[src/pkg/mic_pkg.sv]
package mic_pkg;
    // bus geometry
    localparam int ADDR_W = 8;
    localparam int DATA_W = 32;
    localparam int VEC_W = 12;
    localparam int NUM_W = 3;
    localparam int NSRC = 5;

    // register byte offsets
    localparam logic [ADDR_W-1:0] OFF_STATUS = 8'h00;
    localparam logic [ADDR_W-1:0] OFF_MASK = 8'h04;
    localparam logic [ADDR_W-1:0] OFF_PEND = 8'h08;
    localparam logic [ADDR_W-1:0] OFF_OPT = 8'hC8;

    // interrupt_option fields and reset value
    localparam logic [7:0] OPT_RESET = 8'h00;
    localparam int OPT_LES_BIT = 6;
    localparam int OPT_ESB_BIT = 5;
    localparam int OPT_GEN_BIT = 4;

    // status and mask reset values, pending word layout
    localparam logic [NSRC-1:0] STAT_RESET = 5'h00;
    localparam logic [NSRC-1:0] MASK_RESET = 5'h00;
    localparam int PEND_LP_LSB = 8;

    // vector locations in program space (first byte of each pair)
    localparam logic [VEC_W-1:0] VEC_ADDR_NMI = 12'hFFC;
    localparam logic [VEC_W-1:0] VEC_ADDR_1 = 12'hFF6;
    localparam logic [VEC_W-1:0] VEC_ADDR_2 = 12'hFF4;
    localparam logic [VEC_W-1:0] VEC_ADDR_3 = 12'hFF2;
    localparam logic [VEC_W-1:0] VEC_ADDR_4 = 12'hFF0;
    localparam logic [NUM_W-1:0] NUM_NMI = 3'h0;
    localparam logic [NUM_W-1:0] NUM_1 = 3'h1;
    localparam logic [NUM_W-1:0] NUM_2 = 3'h2;
    localparam logic [NUM_W-1:0] NUM_3 = 3'h3;
    localparam logic [NUM_W-1:0] NUM_4 = 3'h4;

    // axi responses
    localparam logic [1:0] RESP_OKAY = 2'h0;
    localparam logic [1:0] RESP_SLVERR = 2'h2;

    // low power state; bit 1 = asleep, bit 0 = stop
    typedef enum logic [1:0] {
        LP_RUN = 2'b00,
        LP_WAIT = 2'b10,
        LP_STOP = 2'b11
    } mic_lp_t;
endpackage

[src/pkg/mic_regbus_if.sv]
`timescale 1ns/1ps
interface mic_regbus_if;
    logic wr_en;
    logic [mic_pkg::ADDR_W-1:0] wr_addr;
    logic [mic_pkg::DATA_W-1:0] wr_data;
    logic [3:0] wr_strb;
    logic wr_err;
    logic rd_en;
    logic [mic_pkg::ADDR_W-1:0] rd_addr;
    logic [mic_pkg::DATA_W-1:0] rd_data;
    logic rd_err;
    modport bridge (
        output wr_en, wr_addr, wr_data, wr_strb, rd_en, rd_addr,
        input wr_err, rd_data, rd_err
    );
    modport regs (
        input wr_en, wr_addr, wr_data, wr_strb, rd_en, rd_addr,
        output wr_err, rd_data, rd_err
    );
endinterface

[src/mic_axil.sv]
`timescale 1ns/1ps
module mic_axil (
    input wire logic clk,
    input wire logic srst,
    input wire logic ce,
    input wire logic awvalid,
    output logic awready,
    input wire logic [mic_pkg::ADDR_W-1:0] awaddr,
    input wire logic wvalid,
    output logic wready,
    input wire logic [mic_pkg::DATA_W-1:0] wdata,
    input wire logic [3:0] wstrb,
    output logic bvalid,
    input wire logic bready,
    output logic [1:0] bresp,
    input wire logic arvalid,
    output logic arready,
    input wire logic [mic_pkg::ADDR_W-1:0] araddr,
    output logic rvalid,
    input wire logic rready,
    output logic [mic_pkg::DATA_W-1:0] rdata,
    output logic [1:0] rresp,
    mic_regbus_if.bridge rb
);
    import mic_pkg::*;

    logic awready_q, wready_q, bvalid_q, arready_q, rvalid_q;
    logic [ADDR_W-1:0] awaddr_q;
    logic [DATA_W-1:0] wdata_q;
    logic [DATA_W-1:0] rdata_q;
    logic [3:0] wstrb_q;
    logic [1:0] bresp_q, rresp_q;

    // address and data are held separately so either may come first
    wire aw_take = awvalid && awready_q;
    wire w_take = wvalid && wready_q;
    wire do_wr = !awready_q && !wready_q && !bvalid_q;
    wire do_rd = arvalid && arready_q;

    assign rb.wr_en = ce && do_wr;
    assign rb.wr_addr = awaddr_q;
    assign rb.wr_data = wdata_q;
    assign rb.wr_strb = wstrb_q;
    assign rb.rd_en = ce && do_rd;
    assign rb.rd_addr = araddr;

    // write channels
    always_ff @(posedge clk) begin
        if (srst) begin
            awready_q <= 1'b1;
            wready_q <= 1'b1;
            bvalid_q <= 1'b0;
            bresp_q <= RESP_OKAY;
            awaddr_q <= '0;
            wdata_q <= '0;
            wstrb_q <= '0;
        end else if (ce) begin
            if (aw_take) begin
                awready_q <= 1'b0;
                awaddr_q <= awaddr;
            end
            if (w_take) begin
                wready_q <= 1'b0;
                wdata_q <= wdata;
                wstrb_q <= wstrb;
            end
            if (do_wr) begin
                awready_q <= 1'b1;
                wready_q <= 1'b1;
                bvalid_q <= 1'b1;
                bresp_q <= rb.wr_err ? RESP_SLVERR : RESP_OKAY;
            end else if (bvalid_q && bready) begin
                bvalid_q <= 1'b0;
            end
        end
    end

    // read channels; data is captured so it stays put under back-pressure
    always_ff @(posedge clk) begin
        if (srst) begin
            arready_q <= 1'b1;
            rvalid_q <= 1'b0;
            rdata_q <= '0;
            rresp_q <= RESP_OKAY;
        end else if (ce) begin
            if (do_rd) begin
                arready_q <= 1'b0;
                rvalid_q <= 1'b1;
                rdata_q <= rb.rd_data;
                rresp_q <= rb.rd_err ? RESP_SLVERR : RESP_OKAY;
            end else if (rvalid_q && rready) begin
                rvalid_q <= 1'b0;
                arready_q <= 1'b1;
            end
        end
    end

    assign awready = awready_q;
    assign wready = wready_q;
    assign bvalid = bvalid_q;
    assign bresp = bresp_q;
    assign arready = arready_q;
    assign rvalid = rvalid_q;
    assign rdata = rdata_q;
    assign rresp = rresp_q;
endmodule // mic_axil

[src/mic_extline.sv]
`timescale 1ns/1ps
module mic_extline #(
    parameter int NPIN = 4
) (
    input wire logic clk,
    input wire logic srst,
    input wire logic ce,
    input wire logic [NPIN-1:0] pins,
    input wire logic [NPIN-1:0] en,
    input wire logic pol,
    output logic line_low,
    output logic edge_evt
);
    if (NPIN < 1 || NPIN > 8) begin : g_bad_npin
        $error("mic_extline: NPIN must be 1 to 8");
    end

    logic comb_q;
    logic [NPIN-1:0] en_q;
    logic [NPIN-1:0] term;

    // pins not in interrupt mode sit at the pulled-up idle level;
    // the shared and-gate lets one stuck pin hide every other one
    for (genvar i = 0; i < NPIN; i++) begin : g_term
        assign term[i] = en[i] ? (pins[i] ^ pol) : 1'b1;
    end

    wire comb = &term;
    // leaving interrupt mode on a low pin in rising mode fakes an edge
    wire spur = pol && |(en_q & ~en & ~pins);

    // a fall of the combined line is the active edge; a flip to rising
    // polarity on an idle high pin also falls, which is the known spurious edge
    assign edge_evt = (comb_q && !comb) || spur;
    assign line_low = !comb;

    always_ff @(posedge clk) begin
        if (srst) begin
            comb_q <= 1'b1;
            en_q <= '0;
        end else if (ce) begin
            comb_q <= comb;
            en_q <= en;
        end
    end
endmodule // mic_extline

[src/mic_top.sv]
`timescale 1ns/1ps
// Summary of operation
// - four maskable sources and one non-maskable, each with a fixed vector.
// - maskable requests are latched while disabled and served once enabled.
// - taking a request loads the program counter with its vector address.
// - events can share a vector; each event flag is readable by software.
// - external pins wake from stop and are vectored, both only with the global enable.
// - port A uses vector 1 at FF6h, port B vector 2 at FF4h.
// - option bit 6 picks falling edge or low level for vector 1.
// - vector 2 is edge only; option bit 5 picks falling or rising.
// - option bit 4 is the global enable for all maskable sources.
// - edge latch sets on active edge, clears at service; one kept.
// - level mode stores nothing; the pin is sampled after an instruction.
// - turning vector 2 to rising with an idle pulled-up pin fakes a request.
// - one vector 2 pin stuck at its after-edge level blocks the others.
// - mode changes of a low vector 2 pin can latch a spurious request.
// - option register is write-only, resets to zero, reads give nothing.
// - without global enable the nmi is served but never wakes.
// - wait or stop is refused while an enabled request is pending.
module mic_top #(
    parameter int NPIN_A = 4,
    parameter int NPIN_B = 4,
    parameter bit HAS_CONV = 1'b1
) (
    input wire logic clk,
    input wire logic srst,
    input wire logic ce,
    input wire logic s_axil_awvalid,
    output logic s_axil_awready,
    input wire logic [mic_pkg::ADDR_W-1:0] s_axil_awaddr,
    input wire logic s_axil_wvalid,
    output logic s_axil_wready,
    input wire logic [mic_pkg::DATA_W-1:0] s_axil_wdata,
    input wire logic [3:0] s_axil_wstrb,
    output logic s_axil_bvalid,
    input wire logic s_axil_bready,
    output logic [1:0] s_axil_bresp,
    input wire logic s_axil_arvalid,
    output logic s_axil_arready,
    input wire logic [mic_pkg::ADDR_W-1:0] s_axil_araddr,
    output logic s_axil_rvalid,
    input wire logic s_axil_rready,
    output logic [mic_pkg::DATA_W-1:0] s_axil_rdata,
    output logic [1:0] s_axil_rresp,
    output logic irq,
    input wire logic nmi_pin_n,
    input wire logic [NPIN_A-1:0] porta_pins,
    input wire logic [NPIN_A-1:0] porta_irq_en,
    input wire logic [NPIN_B-1:0] portb_pins,
    input wire logic [NPIN_B-1:0] portb_irq_en,
    input wire logic timer_zero_evt,
    input wire logic conv_eoc_evt,
    input wire logic core_instr_done,
    input wire logic core_in_isr,
    input wire logic core_in_nmi,
    input wire logic core_lp_req,
    input wire logic core_lp_stop,
    output logic pc_load,
    output logic [mic_pkg::VEC_W-1:0] pc_vector,
    output logic [mic_pkg::NUM_W-1:0] irq_vec_num,
    output logic lowpower,
    output logic lp_stop,
    output logic lp_refused,
    output logic wake
);
    import mic_pkg::*;

    localparam int SYNC_W = 1 + NPIN_A + NPIN_B;

    mic_regbus_if rb ();

    mic_axil u_axil (
        .clk(clk),
        .srst(srst),
        .ce(ce),
        .awvalid(s_axil_awvalid),
        .awready(s_axil_awready),
        .awaddr(s_axil_awaddr),
        .wvalid(s_axil_wvalid),
        .wready(s_axil_wready),
        .wdata(s_axil_wdata),
        .wstrb(s_axil_wstrb),
        .bvalid(s_axil_bvalid),
        .bready(s_axil_bready),
        .bresp(s_axil_bresp),
        .arvalid(s_axil_arvalid),
        .arready(s_axil_arready),
        .araddr(s_axil_araddr),
        .rvalid(s_axil_rvalid),
        .rready(s_axil_rready),
        .rdata(s_axil_rdata),
        .rresp(s_axil_rresp),
        .rb(rb)
    );

    // pin synchroniser; idle level is the pulled-up high
    logic [SYNC_W-1:0] sync1_q;
    logic [SYNC_W-1:0] sync2_q;
    always_ff @(posedge clk) begin
        if (srst) begin
            sync1_q <= '1;
            sync2_q <= '1;
        end else if (ce) begin
            sync1_q <= {portb_pins, porta_pins, nmi_pin_n};
            sync2_q <= sync1_q;
        end
    end

    wire nmi_s = sync2_q[0];
    wire [NPIN_A-1:0] pa_s = sync2_q[NPIN_A:1];
    wire [NPIN_B-1:0] pb_s = sync2_q[SYNC_W-1:NPIN_A+1];

    // interrupt_option: only bits 6..4 are kept, the rest is dropped
    logic les_q, esb_q, gen_q;
    wire wr_opt = rb.wr_en && rb.wr_addr == OFF_OPT && rb.wr_strb[0];
    always_ff @(posedge clk) begin
        if (srst) begin
            les_q <= OPT_RESET[OPT_LES_BIT];
            esb_q <= OPT_RESET[OPT_ESB_BIT];
            gen_q <= OPT_RESET[OPT_GEN_BIT];
        end else if (ce && wr_opt) begin
            les_q <= rb.wr_data[OPT_LES_BIT];
            esb_q <= rb.wr_data[OPT_ESB_BIT];
            gen_q <= rb.wr_data[OPT_GEN_BIT];
        end
    end

    // port A line: always falling sense, level use decided here
    logic a_low, a_edge, b_edge;
    mic_extline #(.NPIN(NPIN_A)) u_vec1 (
        .clk(clk),
        .srst(srst),
        .ce(ce),
        .pins(pa_s),
        .en(porta_irq_en),
        .pol(1'b0),
        .line_low(a_low),
        .edge_evt(a_edge)
    );

    // port B line: edge only, polarity from the option register
    mic_extline #(.NPIN(NPIN_B)) u_vec2 (
        .clk(clk),
        .srst(srst),
        .ce(ce),
        .pins(pb_s),
        .en(portb_irq_en),
        .pol(esb_q),
        .line_low(),
        .edge_evt(b_edge)
    );

    // event sources; the converter is absent on smaller parts
    logic nmi_prev_q;
    wire nmi_fall = nmi_prev_q && !nmi_s;
    wire conv_evt = HAS_CONV && conv_eoc_evt;

    // pending latches and eligibility
    logic nmi_p_q, v1_p_q, v2_p_q, v3_p_q, v4_p_q;
    wire v1_req = les_q ? a_low : v1_p_q;
    wire nmi_ok = nmi_p_q && !core_in_nmi;
    wire mask_ok = gen_q && !core_in_isr && !core_in_nmi;
    wire r1 = mask_ok && v1_req;
    wire r2 = mask_ok && v2_p_q;
    wire r3 = mask_ok && v3_p_q;
    wire r4 = mask_ok && v4_p_q;

    // fixed priority, nmi highest and converter lowest
    wire take_nmi = core_instr_done && nmi_ok;
    wire take1 = core_instr_done && !nmi_ok && r1;
    wire take2 = core_instr_done && !nmi_ok && !r1 && r2;
    wire take3 = core_instr_done && !nmi_ok && !r1 && !r2 && r3;
    wire take4 = core_instr_done && !nmi_ok && !r1 && !r2 && !r3 && r4;
    wire take_any = take_nmi || take1 || take2 || take3 || take4;

    // vector table lookup for the winner
    wire [VEC_W-1:0] sel_addr = take_nmi ? VEC_ADDR_NMI :
        take1 ? VEC_ADDR_1 : take2 ? VEC_ADDR_2 :
        take3 ? VEC_ADDR_3 : VEC_ADDR_4;
    wire [NUM_W-1:0] sel_num = take_nmi ? NUM_NMI :
        take1 ? NUM_1 : take2 ? NUM_2 : take3 ? NUM_3 : NUM_4;

    // a new edge in the service cycle wins over the clear; a second
    // edge before service just finds the latch already set
    wire nmi_p_d = nmi_fall || (nmi_p_q && !take_nmi);
    wire v1_p_d = !les_q && (a_edge || (v1_p_q && !take1));
    wire v2_p_d = b_edge || (v2_p_q && !take2);
    wire v3_p_d = timer_zero_evt || (v3_p_q && !take3);
    wire v4_p_d = conv_evt || (v4_p_q && !take4);

    always_ff @(posedge clk) begin
        if (srst) begin
            nmi_prev_q <= 1'b1;
            nmi_p_q <= 1'b0;
            v1_p_q <= 1'b0;
            v2_p_q <= 1'b0;
            v3_p_q <= 1'b0;
            v4_p_q <= 1'b0;
        end else if (ce) begin
            nmi_prev_q <= nmi_s;
            nmi_p_q <= nmi_p_d;
            v1_p_q <= v1_p_d;
            v2_p_q <= v2_p_d;
            v3_p_q <= v3_p_d;
            v4_p_q <= v4_p_d;
        end
    end

    // program counter load toward the core
    logic pc_load_q;
    logic [VEC_W-1:0] pc_vector_q;
    logic [NUM_W-1:0] irq_vec_num_q;
    always_ff @(posedge clk) begin
        if (srst) begin
            pc_load_q <= 1'b0;
            pc_vector_q <= '0;
            irq_vec_num_q <= '0;
        end else if (ce) begin
            pc_load_q <= take_any;
            if (take_any) begin
                pc_vector_q <= sel_addr;
                irq_vec_num_q <= sel_num;
            end
        end
    end

    // sticky event flags, write one to clear, set wins over clear
    logic [NSRC-1:0] stat_q, mask_q;
    logic irq_q;
    wire v1_evt = les_q ? a_low : a_edge;
    wire [NSRC-1:0] ev = {conv_evt, timer_zero_evt, b_edge, v1_evt, nmi_fall};
    wire wr_stat = rb.wr_en && rb.wr_addr == OFF_STATUS && rb.wr_strb[0];
    wire wr_mask = rb.wr_en && rb.wr_addr == OFF_MASK && rb.wr_strb[0];
    wire [NSRC-1:0] w1c = wr_stat ? rb.wr_data[NSRC-1:0] : '0;
    wire [NSRC-1:0] stat_d = ev | (stat_q & ~w1c);
    always_ff @(posedge clk) begin
        if (srst) begin
            stat_q <= STAT_RESET;
            mask_q <= MASK_RESET;
            irq_q <= 1'b0;
        end else if (ce) begin
            stat_q <= stat_d;
            if (wr_mask) begin
                mask_q <= rb.wr_data[NSRC-1:0];
            end
            irq_q <= |(stat_q & mask_q);
        end
    end

    // low power: requests that may wake, and those that refuse entry
    mic_lp_t lp_q, lp_d;
    logic refuse_d, wake_d, lp_refused_q, wake_q;
    wire pend_en = nmi_p_q ||
        (gen_q && (v1_req || v2_p_q || v3_p_q || v4_p_q));
    wire wake_stop = gen_q &&
        (nmi_p_q || v1_req || v2_p_q || v3_p_q);
    wire wake_wait = wake_stop || (gen_q && v4_p_q);

    always_comb begin
        lp_d = lp_q;
        refuse_d = 1'b0;
        wake_d = 1'b0;
        unique case (lp_q)
            LP_RUN: begin
                if (core_lp_req && pend_en) begin
                    refuse_d = 1'b1;
                end else if (core_lp_req) begin
                    lp_d = core_lp_stop ? LP_STOP : LP_WAIT;
                end
            end
            LP_WAIT: begin
                if (wake_wait) begin
                    lp_d = LP_RUN;
                    wake_d = 1'b1;
                end
            end
            LP_STOP: begin
                if (wake_stop) begin
                    lp_d = LP_RUN;
                    wake_d = 1'b1;
                end
            end
            default: begin
                lp_d = LP_RUN;
            end
        endcase
    end

    always_ff @(posedge clk) begin
        if (srst) begin
            lp_q <= LP_RUN;
            lp_refused_q <= 1'b0;
            wake_q <= 1'b0;
        end else if (ce) begin
            lp_q <= lp_d;
            lp_refused_q <= refuse_d;
            wake_q <= wake_d;
        end
    end

    // register reads; the option register is write-only and reads zero
    wire [DATA_W-1:0] pend_word = {22'h000000, lp_q, 3'h0,
        v4_p_q, v3_p_q, v2_p_q, v1_req, nmi_p_q};
    wire rd_known = rb.rd_addr == OFF_STATUS || rb.rd_addr == OFF_MASK ||
        rb.rd_addr == OFF_PEND || rb.rd_addr == OFF_OPT;
    wire wr_known = rb.wr_addr == OFF_STATUS || rb.wr_addr == OFF_MASK ||
        rb.wr_addr == OFF_OPT;
    assign rb.rd_data = (rb.rd_addr == OFF_STATUS) ?
        {{(DATA_W-NSRC){1'b0}}, stat_q} :
        (rb.rd_addr == OFF_MASK) ? {{(DATA_W-NSRC){1'b0}}, mask_q} :
        (rb.rd_addr == OFF_PEND) ? pend_word : 32'h00000000;
    assign rb.rd_err = !rd_known;
    assign rb.wr_err = !wr_known;

    assign irq = irq_q;
    assign pc_load = pc_load_q;
    assign pc_vector = pc_vector_q;
    assign irq_vec_num = irq_vec_num_q;
    assign lowpower = lp_q[1];
    assign lp_stop = lp_q[0];
    assign lp_refused = lp_refused_q;
    assign wake = wake_q;
endmodule // mic_top

[config.mk]
export PLATFORM = sky130hd
export DESIGN_NAME = mic_top
export DESIGN_NICKNAME = d
export VERILOG_FILES = /design/src/pkg/mic_pkg.sv /design/src/pkg/mic_regbus_if.sv /design/src/mic_axil.sv /design/src/mic_extline.sv /design/src/mic_top.sv
export SDC_FILE = /design/constraint.sdc
export NUM_CORES = 1
export LEC_CHECK = 0
export BUFFER_PORTS_ARGS = -buffer_cell sky130_fd_sc_hd__clkbuf_2
export CAP_MARGIN = 40
export CORE_ASPECT_RATIO = 0.6
export CORE_MARGIN = 1.5
export CORE_UTILIZATION = 26
export CTS_CLUSTER_DIAMETER = 100
export DETAILED_ROUTE_END_ITERATION = 8
export RECOVER_POWER = 25
export SYNTH_ARGS = -nofsm -noshare
export SYNTH_HDL_FRONTEND = slang
export SYNTH_SLANG_ARGS = --single-unit
[constraint.sdc]
create_clock -name clk -period 2.74 [get_ports clk]
set_clock_uncertainty 0.2 [all_clocks]
set_input_delay 0.137 -clock clk [delete_from_list [all_inputs] [get_ports clk]]
set_output_delay 0.137 -clock clk [all_outputs]
set_load 0.03 [all_outputs]
==> flow_summary_export.csv, run 1 <==
group,metric,value,unit
pwr,cellPowerDensity,592,mW/mm^2
timing,max_freq,392,MHz
critical_path,crit_required,2.82,ns
clock_tree,cts-root-buf,"clkbuf_16",
global_route,busiest_layer,"met2",
run,maxCapViolations,0,
placed_design,gp_congestion,0.822,
global_route,met2_usage,0.191,
timing,finalMaxSlewViolations,0,
critical_path,path_class,"reg2reg",
drt,wl_per_cell,13.3,um
clock_tree,path_clk_slew,0.06,ns
yosys,syn_area_per_cell,8.83,sq um
timing,timing.final.crit_share,0.930,
finish,final_common_cell,"dfxtp_1",
drt,totalWireLength,10200,um
drt,ant_nets,0,
die,core,0.0145,sq mm
yosys,synth-adder-area-share,0,
drt,first_pass_iters,5,
clock_tree,cts.sinks,85,
timing,period_minus_slack,2.55,ns
yosys,synth_edf_count,0,
placed_design,dpl.hpwl,7450,um
yosys,synth-seq-cells,85,
pwr,max-vdd-ir-drop,0.000306,V
timing,setup_viol,0,
die,die_area,0.0157,sq mm
finish,final_cell_mix,"85 x dfxtp_1, 70 x clkbuf_2, 48 x nand2_1, 44 x mux2i_1, 44 x nor2_1",
yosys,async_flop_share,0,
critical_path,path_cells,"nor2b_1 > o41ai_1 > buf_4 > a31oi_1 > nor4_1 > a32o_1 > dlygate4sd3_1",
finish,diodes,0,
global_route,grt_pass1_wl,16400,um
yosys,synth_xor_area_frac,0.00676,
drt,avgViaCountPerCell,4.55,
critical_path,cpLargestDelayFamily,"buffers and inverters",
yosys,synth.cell_area,0.00389,sq mm
yosys,synth_mux_area_frac,0.117,
die,start_util,0.267,
yosys,yosysUniqueCellTypes,53,
global_route,grt_max_degree,63,
timing,tightest_slew,0.667,ns
finish,fin_area,0.00512,sq mm
drt,drtIter0Drc,281,
yosys,yosysWarnings,0,
drt,vias,3473,
clock_tree,post_cts_buffers,0,
die,row_count,34,
global_route,met1_usage,0.189,
hold_path,hp-class,"in2reg",
finish,num-nets-final,644,
timing,finalHoldViolations,0,
yosys,synth_top_family_by_area,"simple AND/OR/NAND/NOR gates",
critical_path,worstSetupStartpointType,"flop",
critical_path,slowest_delay,0.54,ns
clock_tree,numCtsBuffers,9,
yosys,synth_ff_type,"dfxtp_1",
critical_path,worst-path-stages,7,
critical_path,ff2ff_path_depth,7,
clock_tree,cts_tree,"done",
timing,slew_headroom,0.555,
die,die_w,161,um
global_route,grt-ovfl-total,0,
critical_path,cp-end-kind,"flop",
yosys,synth-simple-area-share,0.184,
yosys,syn_inst,440,
clock_tree,cts_resized,0,
yosys,yosysSeqAreaShare,0.438,
critical_path,cp.arrival,2.63,ns
die,io_pins,146,
finish,post_route_cells_drive_above_1_share,0.179,
timing,holdWs,0.131,ns
critical_path,cp_slowest_cell,"dlygate4sd3_1",
clock_tree,clk_path_buf_depth,2,
placed_design,dpl_cell_area,0.00439,sq mm
timing,rsz0062_at_grt,"false",
placed_design,dp_cells,706,
pwr,leakagePower,2.24,nW
drt,drcViolationCount,0,
critical_path,cp_num_buf_inv,2,
hold_path,min_path_cells,5,
status,outcome,"finished clean",
global_route,track_usage,0.131,
critical_path,cp_max_fo,4,
finish,area_growth_syn_to_layout,31.6,%
finish,n_fill_cell,1558,
placed_design,io_buffer_count,89,
global_route,antenna_found_initial,0,
finish,final_cell_count_no_fill,763,
yosys,synth_compound_area_frac,0.149,
clock_tree,h-tree-depth,3,
global_route,grt_use_met3,0.0405,
clock_tree,clkLatencyLatePin,0.34,ns
timing,setup_tns,0,ns
global_route,grt_pass1_vias,3348,
die,die_h,97.7,um
state kept, by name, summed over array words and instances, names as in the netlist, 2 cells and up:
register / count
sync1_q: 9
sync2_q: 9
u_axil.rb.wr_addr: 8
u_axil.rb.wr_data: 7
u_axil.rdata: 7
mask_q: 5
stat_q: 5
u_vec2.en_q: 4
irq_vec_num: 3
pc_vector: 3
lp_q: 2
area by class of cell:
cell class / instances / area [sq um] / share of cell area
well taps: 198 / 248 / 0.0484
flip-flops and latches: 85 / 1700 / 0.333
clock buffers: 11 / 253 / 0.0494
inverters: 15 / 56.3 / 0.0110
repair buffers: 138 / 892 / 0.174
multi-input cells: 311 / 1880 / 0.368
clock inverters: 5 / 82.6 / 0.0161
final timing paths:
| check | start | slack (ns) | endpoint |
|---|---|---|---|
| max | sync2_q[2]$_SDFFE_PP1P_ | 0.19 | lp_q[0]$_SDFFE_PP0P_ |
| min reg2reg | u_axil.rdata[3]$_SDFFE_PP0P_ | 0.25 | u_axil.rdata[3]$_SDFFE_PP0P_ |
| min | core_in_isr | 0.13 | v2_p_q$_SDFFE_PP0P_ |
| max reg2reg | sync2_q[2]$_SDFFE_PP1P_ | 0.19 | lp_q[0]$_SDFFE_PP0P_ |
kinds of logic (layout without fill, tap and decap cells):
family                 count (synthesis)  count (layout)
AND/OR/NAND/NOR                      148             148
AO/OA/AOI/OAI                         87              87
multiplexers                          45              45
buffers and inverters                 71             169
flip-flops                            85              85
other                                  1              28
XOR/XNOR                               3               3
stage by stage:
stage / power [mW] / utilization / setup WS, ns
final: 3.03 / 0.352 / 0.191
after global routing: 3.17 / 0.352 / 0.0767
after CTS: 3.07 / 0.353 / 0.203
after detailed placement: 1.66 / 0.302 / 0.385
after global placement: 1.65 / 0.302 / 0.460
after floorplan: 1.59 / - / 0.588
synthesized netlist by cell type, types with 3 or more instances:
cell        n  area, sq um
a31oi_1     4         25.0
nor4_1      4         25.0
nand2b_1    5         31.3
o2bb2ai_1   4         35.0
nand4b_1    3         26.3
inv_1      14         52.6
clkbuf_1   17         63.8
mux2i_1    44          440
o21ai_0    18         90.1
a21oi_1    27          135
nand3_1    10         50.1
nor3_1      5         25.0
o211ai_1    8         60.1
nand2_1    48          180
dfxtp_1    85         1700
a22oi_1     4         30.0
xnor2_1     3         26.3
nor2b_1    13         81.3
buf_4      36          270
nor2_1     44          165
worst register-to-register path: stages (launching register included):
cell and delay, ns:
dfxtp_1 0.33, nor2b_1 0.06, o41ai_1 0.40, buf_4 0.20
a31oi_1 0.10, nor4_1 0.47, a32o_1 0.19, dlygate4sd3_1 0.54
power breakdown:
| part | switching [mW] | internal (mW) |
|---|---|---|
| logic | 0.213 | 0.145 |
| clock network | 0.498 | 0.850 |
| registers | 0.0403 | 1.28 |
layer usage:
| layer | wire (um) | up-vias |
|---|---|---|
| met4 | 45 | 0 |
| li1 | - | 1709 |
| met5 | 0 | - |
| met3 | 606 | 5 |
| met1 | 5320 | 1629 |
| met2 | 4200 | 130 |
what timing repair did:
item | CTS | global route
hold buffers | 41 | 0
endpoints found under the setup margin | 0 | 0
hold endpoints to repair | 43 | 0
No activity file was read; power rests on OpenSTA's default activity.
==> run 2: changes to the inputs <==
--- a/config.mk
+++ b/config.mk
@@ -5,6 +5,7 @@
 export SDC_FILE = /design/constraint.sdc
 export NUM_CORES = 1
 export LEC_CHECK = 0
+export ABC_AREA = 1
 export BUFFER_PORTS_ARGS = -buffer_cell sky130_fd_sc_hd__clkbuf_2
 export CAP_MARGIN = 40
 export CORE_ASPECT_RATIO = 0.6
==> flow_summary_export.csv, run 2 <==
group,metric,value,unit
timing,tightest_slew,0.764,ns
placed_design,io_buffer_count,89,
critical_path,path_cells,"clkbuf_1 > clkinv_1 > clkbuf_2 > a21oi_1 > nand4_1 > a21oi_1",
critical_path,crit_start,"ce",
clock_tree,h-tree-depth,3,
drt,first_pass_iters,5,
global_route,grt_pass1_wl,16000,um
status,outcome,"finished clean",
clock_tree,cts.sinks,85,
global_route,antenna_found_initial,0,
finish,final_cell_mix,"85 x nand2_1, 85 x dfxtp_1, 74 x clkbuf_2, 61 x a21oi_1, 55 x o21ai_0",
timing,finalHoldViolations,0,
global_route,grt_pass1_vias,3191,
yosys,syn_inst,516,
finish,area_growth_syn_to_layout,30.0,%
global_route,grt-ovfl-total,0,
clock_tree,clk_path_buf_depth,2,
drt,wl_per_cell,11.8,um
timing,slew_headroom,0.491,
finish,diodes,0,
timing,rsz0062_at_grt,"false",
timing,setup_tns,0,ns
clock_tree,cts-root-buf,"clkbuf_16",
finish,num-nets-final,714,
timing,timing.final.crit_share,0.731,
yosys,async_flop_share,0,
hold_path,min-delay-start,"s_axil_arvalid",
yosys,synth_top_area_cell,"dfxtp_1",
global_route,grt_max_degree,52,
clock_tree,path_clk_slew,0.06,ns
die,die_h,97.3,um
critical_path,cp_max_fo,25,
timing,fin_ws,0.736,ns
die,start_util,0.266,
critical_path,r2r_setup_slack,0.97,ns
timing,setup_viol,0,
pwr,max-vdd-ir-drop,0.000259,V
timing,period_minus_slack,2.00,ns
die,die_area,0.0156,sq mm
run,maxCapViolations,0,
yosys,yosysUniqueCellTypes,38,
finish,post_route_cells_drive_above_1_share,0.181,
yosys,synth_top_cell_area_share,0.442,
critical_path,crit_required,2.81,ns
clock_tree,post_cts_buffers,0,
placed_design,pre_cts_ws,0.867,ns
pwr,cellPowerDensity,611,mW/mm^2
yosys,synth_ff_type,"dfxtp_1",
placed_design,gp_congestion,0.816,
clock_tree,cts_resized,0,
yosys,synth_edf_count,0,
drt,drtIter0Drc,263,
critical_path,path_class,"in2reg",
die,die_w,160,um
die,core,0.0145,sq mm
yosys,synth.cell_area,0.00385,sq mm
critical_path,cp_slowest_cell,"clkbuf_1",
timing,max_freq,499,MHz
yosys,ys_top_cells_by_count,"85 x dfxtp_1, 85 x nand2_1, 61 x a21oi_1",
drt,totalWireLength,9850,um
hold_path,hp-class,"in2reg",
critical_path,crit-reg2reg-launch,"u_axil.awready$_SDFFE_PP1P_",
clock_tree,cts_tree,"done",
drt,drcViolationCount,0,
critical_path,worstSetupStartpointType,"input port",
drt,avgViaCountPerCell,4.28,
pwr,leakagePower,2.22,nW
drt,vias,3559,
yosys,yosysWarnings,0,
yosys,syn_area_per_cell,7.47,sq um
yosys,synth-seq-cells,85,
die,io_pins,146,
clock_tree,clkLatencyLatePin,0.34,ns
timing,finalMaxSlewViolations,0,
clock_tree,numCtsBuffers,9,
yosys,synth_top_cells_by_area,"dfxtp_1 44%, nand2_1 8.3%, a21oi_1 7.9%",
critical_path,cp.arrival,2.07,ns
critical_path,cp-end-kind,"flop",
placed_design,dpl.hpwl,6980,um
die,row_count,34,
clock_tree,ctsHoldBuffers,38,
drt,ant_nets,0,
yosys,yosysSeqAreaShare,0.442,
critical_path,critPathMostFrequentCell,"a21oi_1",
critical_path,slowest_delay,0.56,ns
global_route,track_usage,0.128,
run 2: cell types whose count changed after synthesis, sizes merged, moves of 8 or more:
cell	change
nand3	+26
nand2	+42
mux2i	-44
a211oi	+8
o21ai	+39
a21oi	+34
nor2b	-13
inv	+36
run 2: worst paths after layout:
kind / to / depth (start not counted)
worst max register to register: les_q$_SDFFE_PP0P_ / 7
worst min register to register: u_axil.rb.wr_addr[1]$_SDFFE_PP0P_ / 2
worst max-delay path: lp_q[0]$_SDFFE_PP0P_ / 6
worst min-delay path: u_axil.arready$_SDFFE_PP1P_ / 4
run 2: worst max-delay path: cells and delay by family:
family | cells | cell delay (ns)
buffers and inverters | 3 | 1.38
AOI/OAI and AO/OA | 2 | 0.43
and+or+nand+nor | 1 | 0.12
run 2: cells by family after synthesis:
group                  after synthesis  synth area share
AO/OA/AOI/OAI                      135             0.189
other                                1          0.000973
flip-flops                          85             0.442
buffers and inverters              108             0.142
AND/OR/NAND/NOR                    187             0.226
run 2: metal layers:
layer | track usage | wire, um
met4 | 0.0280 | 57
met5 | 0 | 0
met3 | 0.0457 | 754
met2 | 0.166 | 3550
met1 | 0.197 | 5480
run 2: cell type report:
type,count,area (sq um)
Sequential cell,85,1700
Multi-Input combinational cell,350,1700
Clock buffer,10,239
Inverter,52,195
Clock inverter,5,83.8
Fill cell,1577,9460
Timing Repair Buffer,132,841
Tap cell,198,248
run 2: through the flow:
| step | instances | utilization | hold WS (ns) | cell area, sq um | power, mW |
|---|---|---|---|---|---|
| CTS | 832 | 0.348 | 0.00146 | 5030 | 3.10 |
| global placement | 779 | 0.299 | 0.149 | 4330 | 1.73 |
| finish | 832 | 0.346 | 0.0208 | 5010 | 3.06 |
| floorplan | 543 | - | 0.0633 | 3950 | 1.65 |
| detailed placement | 779 | 0.299 | 0.154 | 4330 | 1.73 |
| global route | 832 | 0.346 | 0.0466 | 5010 | 3.21 |
run 2: power breakdown:
part	internal [mW]	switching, mW	total, mW
clock network	0.821	0.496	1.32
logic	0.140	0.261	0.401
registers	1.30	0.0385	1.34
total	2.27	0.795	3.06
==> run 3: changes to the inputs <==
==> constraint.sdc (replaced) <==
create_clock -name clk -period 2.1 [get_ports clk]
set_clock_uncertainty 0.2 [all_clocks]
set_input_delay 0.105 -clock clk [delete_from_list [all_inputs] [get_ports clk]]
set_output_delay 0.105 -clock clk [all_outputs]
set_load 0.03 [all_outputs]
==> flow_summary_export.csv, run 3 (synthesized netlist as in run 2, its figures left out) <==
group,metric,value,unit
clock_tree,numCtsBuffers,9,
placed_design,dpl.hpwl,6970,um
clock_tree,cts_resized,0,
global_route,grt-ovfl-total,0,
status,outcome,"finished with violations",
clock_tree,clkLatencyLatePin,0.33,ns
die,row_count,34,
hold_path,hp-class,"in2reg",
global_route,grt_use_met3,0.0346,
clock_tree,post_cts_buffers,0,
timing,setup_tns,0,ns
timing,finalMaxSlewViolations,0,
timing,fin_ws,0.334,ns
global_route,grt_pass1_wl,16400,um
status,violations,"hold timing",
pwr,internal_power,2.77,mW
global_route,met1_usage,0.202,
pwr,max-vdd-ir-drop,0.000311,V
drt,wl_per_cell,11.8,um
global_route,grt_pass1_vias,3298,
timing,rsz0062_at_grt,"false",
global_route,met2_usage,0.180,
drt,ant_nets,0,
timing,timing.final.crit_share,0.841,
pwr,clockPowerShare,0.396,
finish,diodes,0,
drt,totalWireLength,9900,um
finish,num-nets-final,721,
die,die_h,97.3,um
die,core,0.0145,sq mm
critical_path,path_class,"reg2reg",
drt,first_pass_iters,4,
finish,final_cell_mix,"85 x nand2_1, 85 x dfxtp_1, 81 x clkbuf_2, 61 x a21oi_1, 55 x o21ai_0",
critical_path,cp_max_fo,8,
pwr,p_sw,1.02,mW
clock_tree,cts_tree,"done",
drt,avgViaCountPerCell,4.30,
placed_design,dp_cells,780,
critical_path,cp.arrival,1.79,ns
run,maxCapViolations,0,
pwr,leakagePower,2.26,nW
timing,slew_headroom,0.633,
drt,vias,3610,
timing,max_freq,566,MHz
pwr,swShare,0.270,
critical_path,worstSetupStartpointType,"flop",
finish,post_route_cells_drive_above_1_share,0.195,
clock_tree,h-tree-depth,3,
timing,tightest_slew,0.549,ns
pwr,pwr-share-seq,0.462,
critical_path,cp-end-kind,"flop",
finish,n_fill_cell,1550,
clock_tree,path_clk_slew,0.06,ns
placed_design,io_buffer_count,89,
clock_tree,cts-root-buf,"clkbuf_16",
clock_tree,cts.sinks,85,
global_route,busiest_layer,"met1",
die,die_w,160,um
drt,drtIter0Drc,205,
timing,holdWs,-0.0397,ns
placed_design,dpl_cell_area,0.00435,sq mm
placed_design,pre_cts_ws,0.315,ns
global_route,track_usage,0.133,
global_route,antenna_found_initial,0,
timing,finalHoldViolations,1,
die,start_util,0.266,
timing,period_minus_slack,1.77,ns
die,io_pins,146,
finish,area_growth_syn_to_layout,31.6,%
finish,fin_area,0.00507,sq mm
clock_tree,clk_path_buf_depth,2,
placed_design,gp_congestion,0.828,
finish,final_cell_count_no_fill,840,
pwr,combPwrFrac,0.142,
die,die_area,0.0156,sq mm
critical_path,crit_required,2.13,ns
timing,setup_viol,0,
drt,drcViolationCount,0,
global_route,grt_max_degree,51,
pwr,cellPowerDensity,748,mW/mm^2
run 3: changes by cell type in the layout (fill, tap and decap cells not counted), sizes merged:
cell / change
inv: -1
dlygate4sd3: +6
buf: +2
clkbuf: +1
clkinv: +2
bufinv: -2
run 3: critical path, stage by stage, from the launching register on:
cell and delay, ns:
dfxtp_1 0.31, inv_1 0.04, nand2_1 0.06, nand2_1 0.08, nor2_2 0.15, nand2_2 0.08
nand3_2 0.09, nand2_1 0.07, nor2_2 0.11, nand3_2 0.16, nand2_4 0.16, nand2_1 0.06
nand2_1 0.07, nor2_2 0.03
run 3: layout make-up:
class / count / area, sq um / area share
clock buffers: 12 / 256 / 0.0506
multi-input cells: 350 / 1700 / 0.336
inverters: 52 / 195 / 0.0385
well taps: 198 / 248 / 0.0489
repair buffers: 139 / 933 / 0.184
flip-flops and latches: 85 / 1700 / 0.336
clock inverters: 4 / 32.5 / 0.00642
run 3: worst paths after layout:
| kind | start | end | slack [ns] | cells past startpoint |
|---|---|---|---|---|
| setup / recovery | sync2_q[2]$_SDFFE_PP1P_ | pc_vector[3]$_SDFFE_PP0P_ | 0.33 | 13 |
| hold / removal | s_axil_arvalid | u_axil.arready$_SDFFE_PP1P_ | -0.04 | 4 |
| setup reg to reg | sync2_q[2]$_SDFFE_PP1P_ | pc_vector[3]$_SDFFE_PP0P_ | 0.33 | 13 |
| hold reg to reg | u_axil.rb.wr_addr[0]$_SDFFE_PP0P_ | u_axil.rb.wr_addr[0]$_SDFFE_PP0P_ | 0.24 | 2 |
run 3: power by group through the flow:
stage                     Sequential (mW)  Clock, mW  Combinational, mW
after floorplan                      1.81          0              0.337
after global placement               1.79          0              0.471
after detailed placement             1.79          0              0.472
after CTS                            1.75       1.56              0.540
after global routing                 1.76       1.64              0.602
final                                1.75       1.50              0.537
run 3: repair_timing:
action | CTS | global route
hold endpoints to repair | 43 | 0
setup endpoints to repair | 0 | 2
hold buffers | 46 | 0
run 3: metrics by stage:
stage           util  power [mW]
3_3_place_gp   0.301        2.26
3_5_place_dp   0.301        2.26
4_1_cts        0.353        3.85
2_1_floorplan      -        2.15
6_report       0.351        3.79
5_1_grt        0.351        4.01
run 3: routing by layer:
layer  vias up  part of all wire
li1       1890                 -
met1      1574              0.54
met2       141              0.38
met4         0            0.0049
met3         5             0.078
met5         -                 0
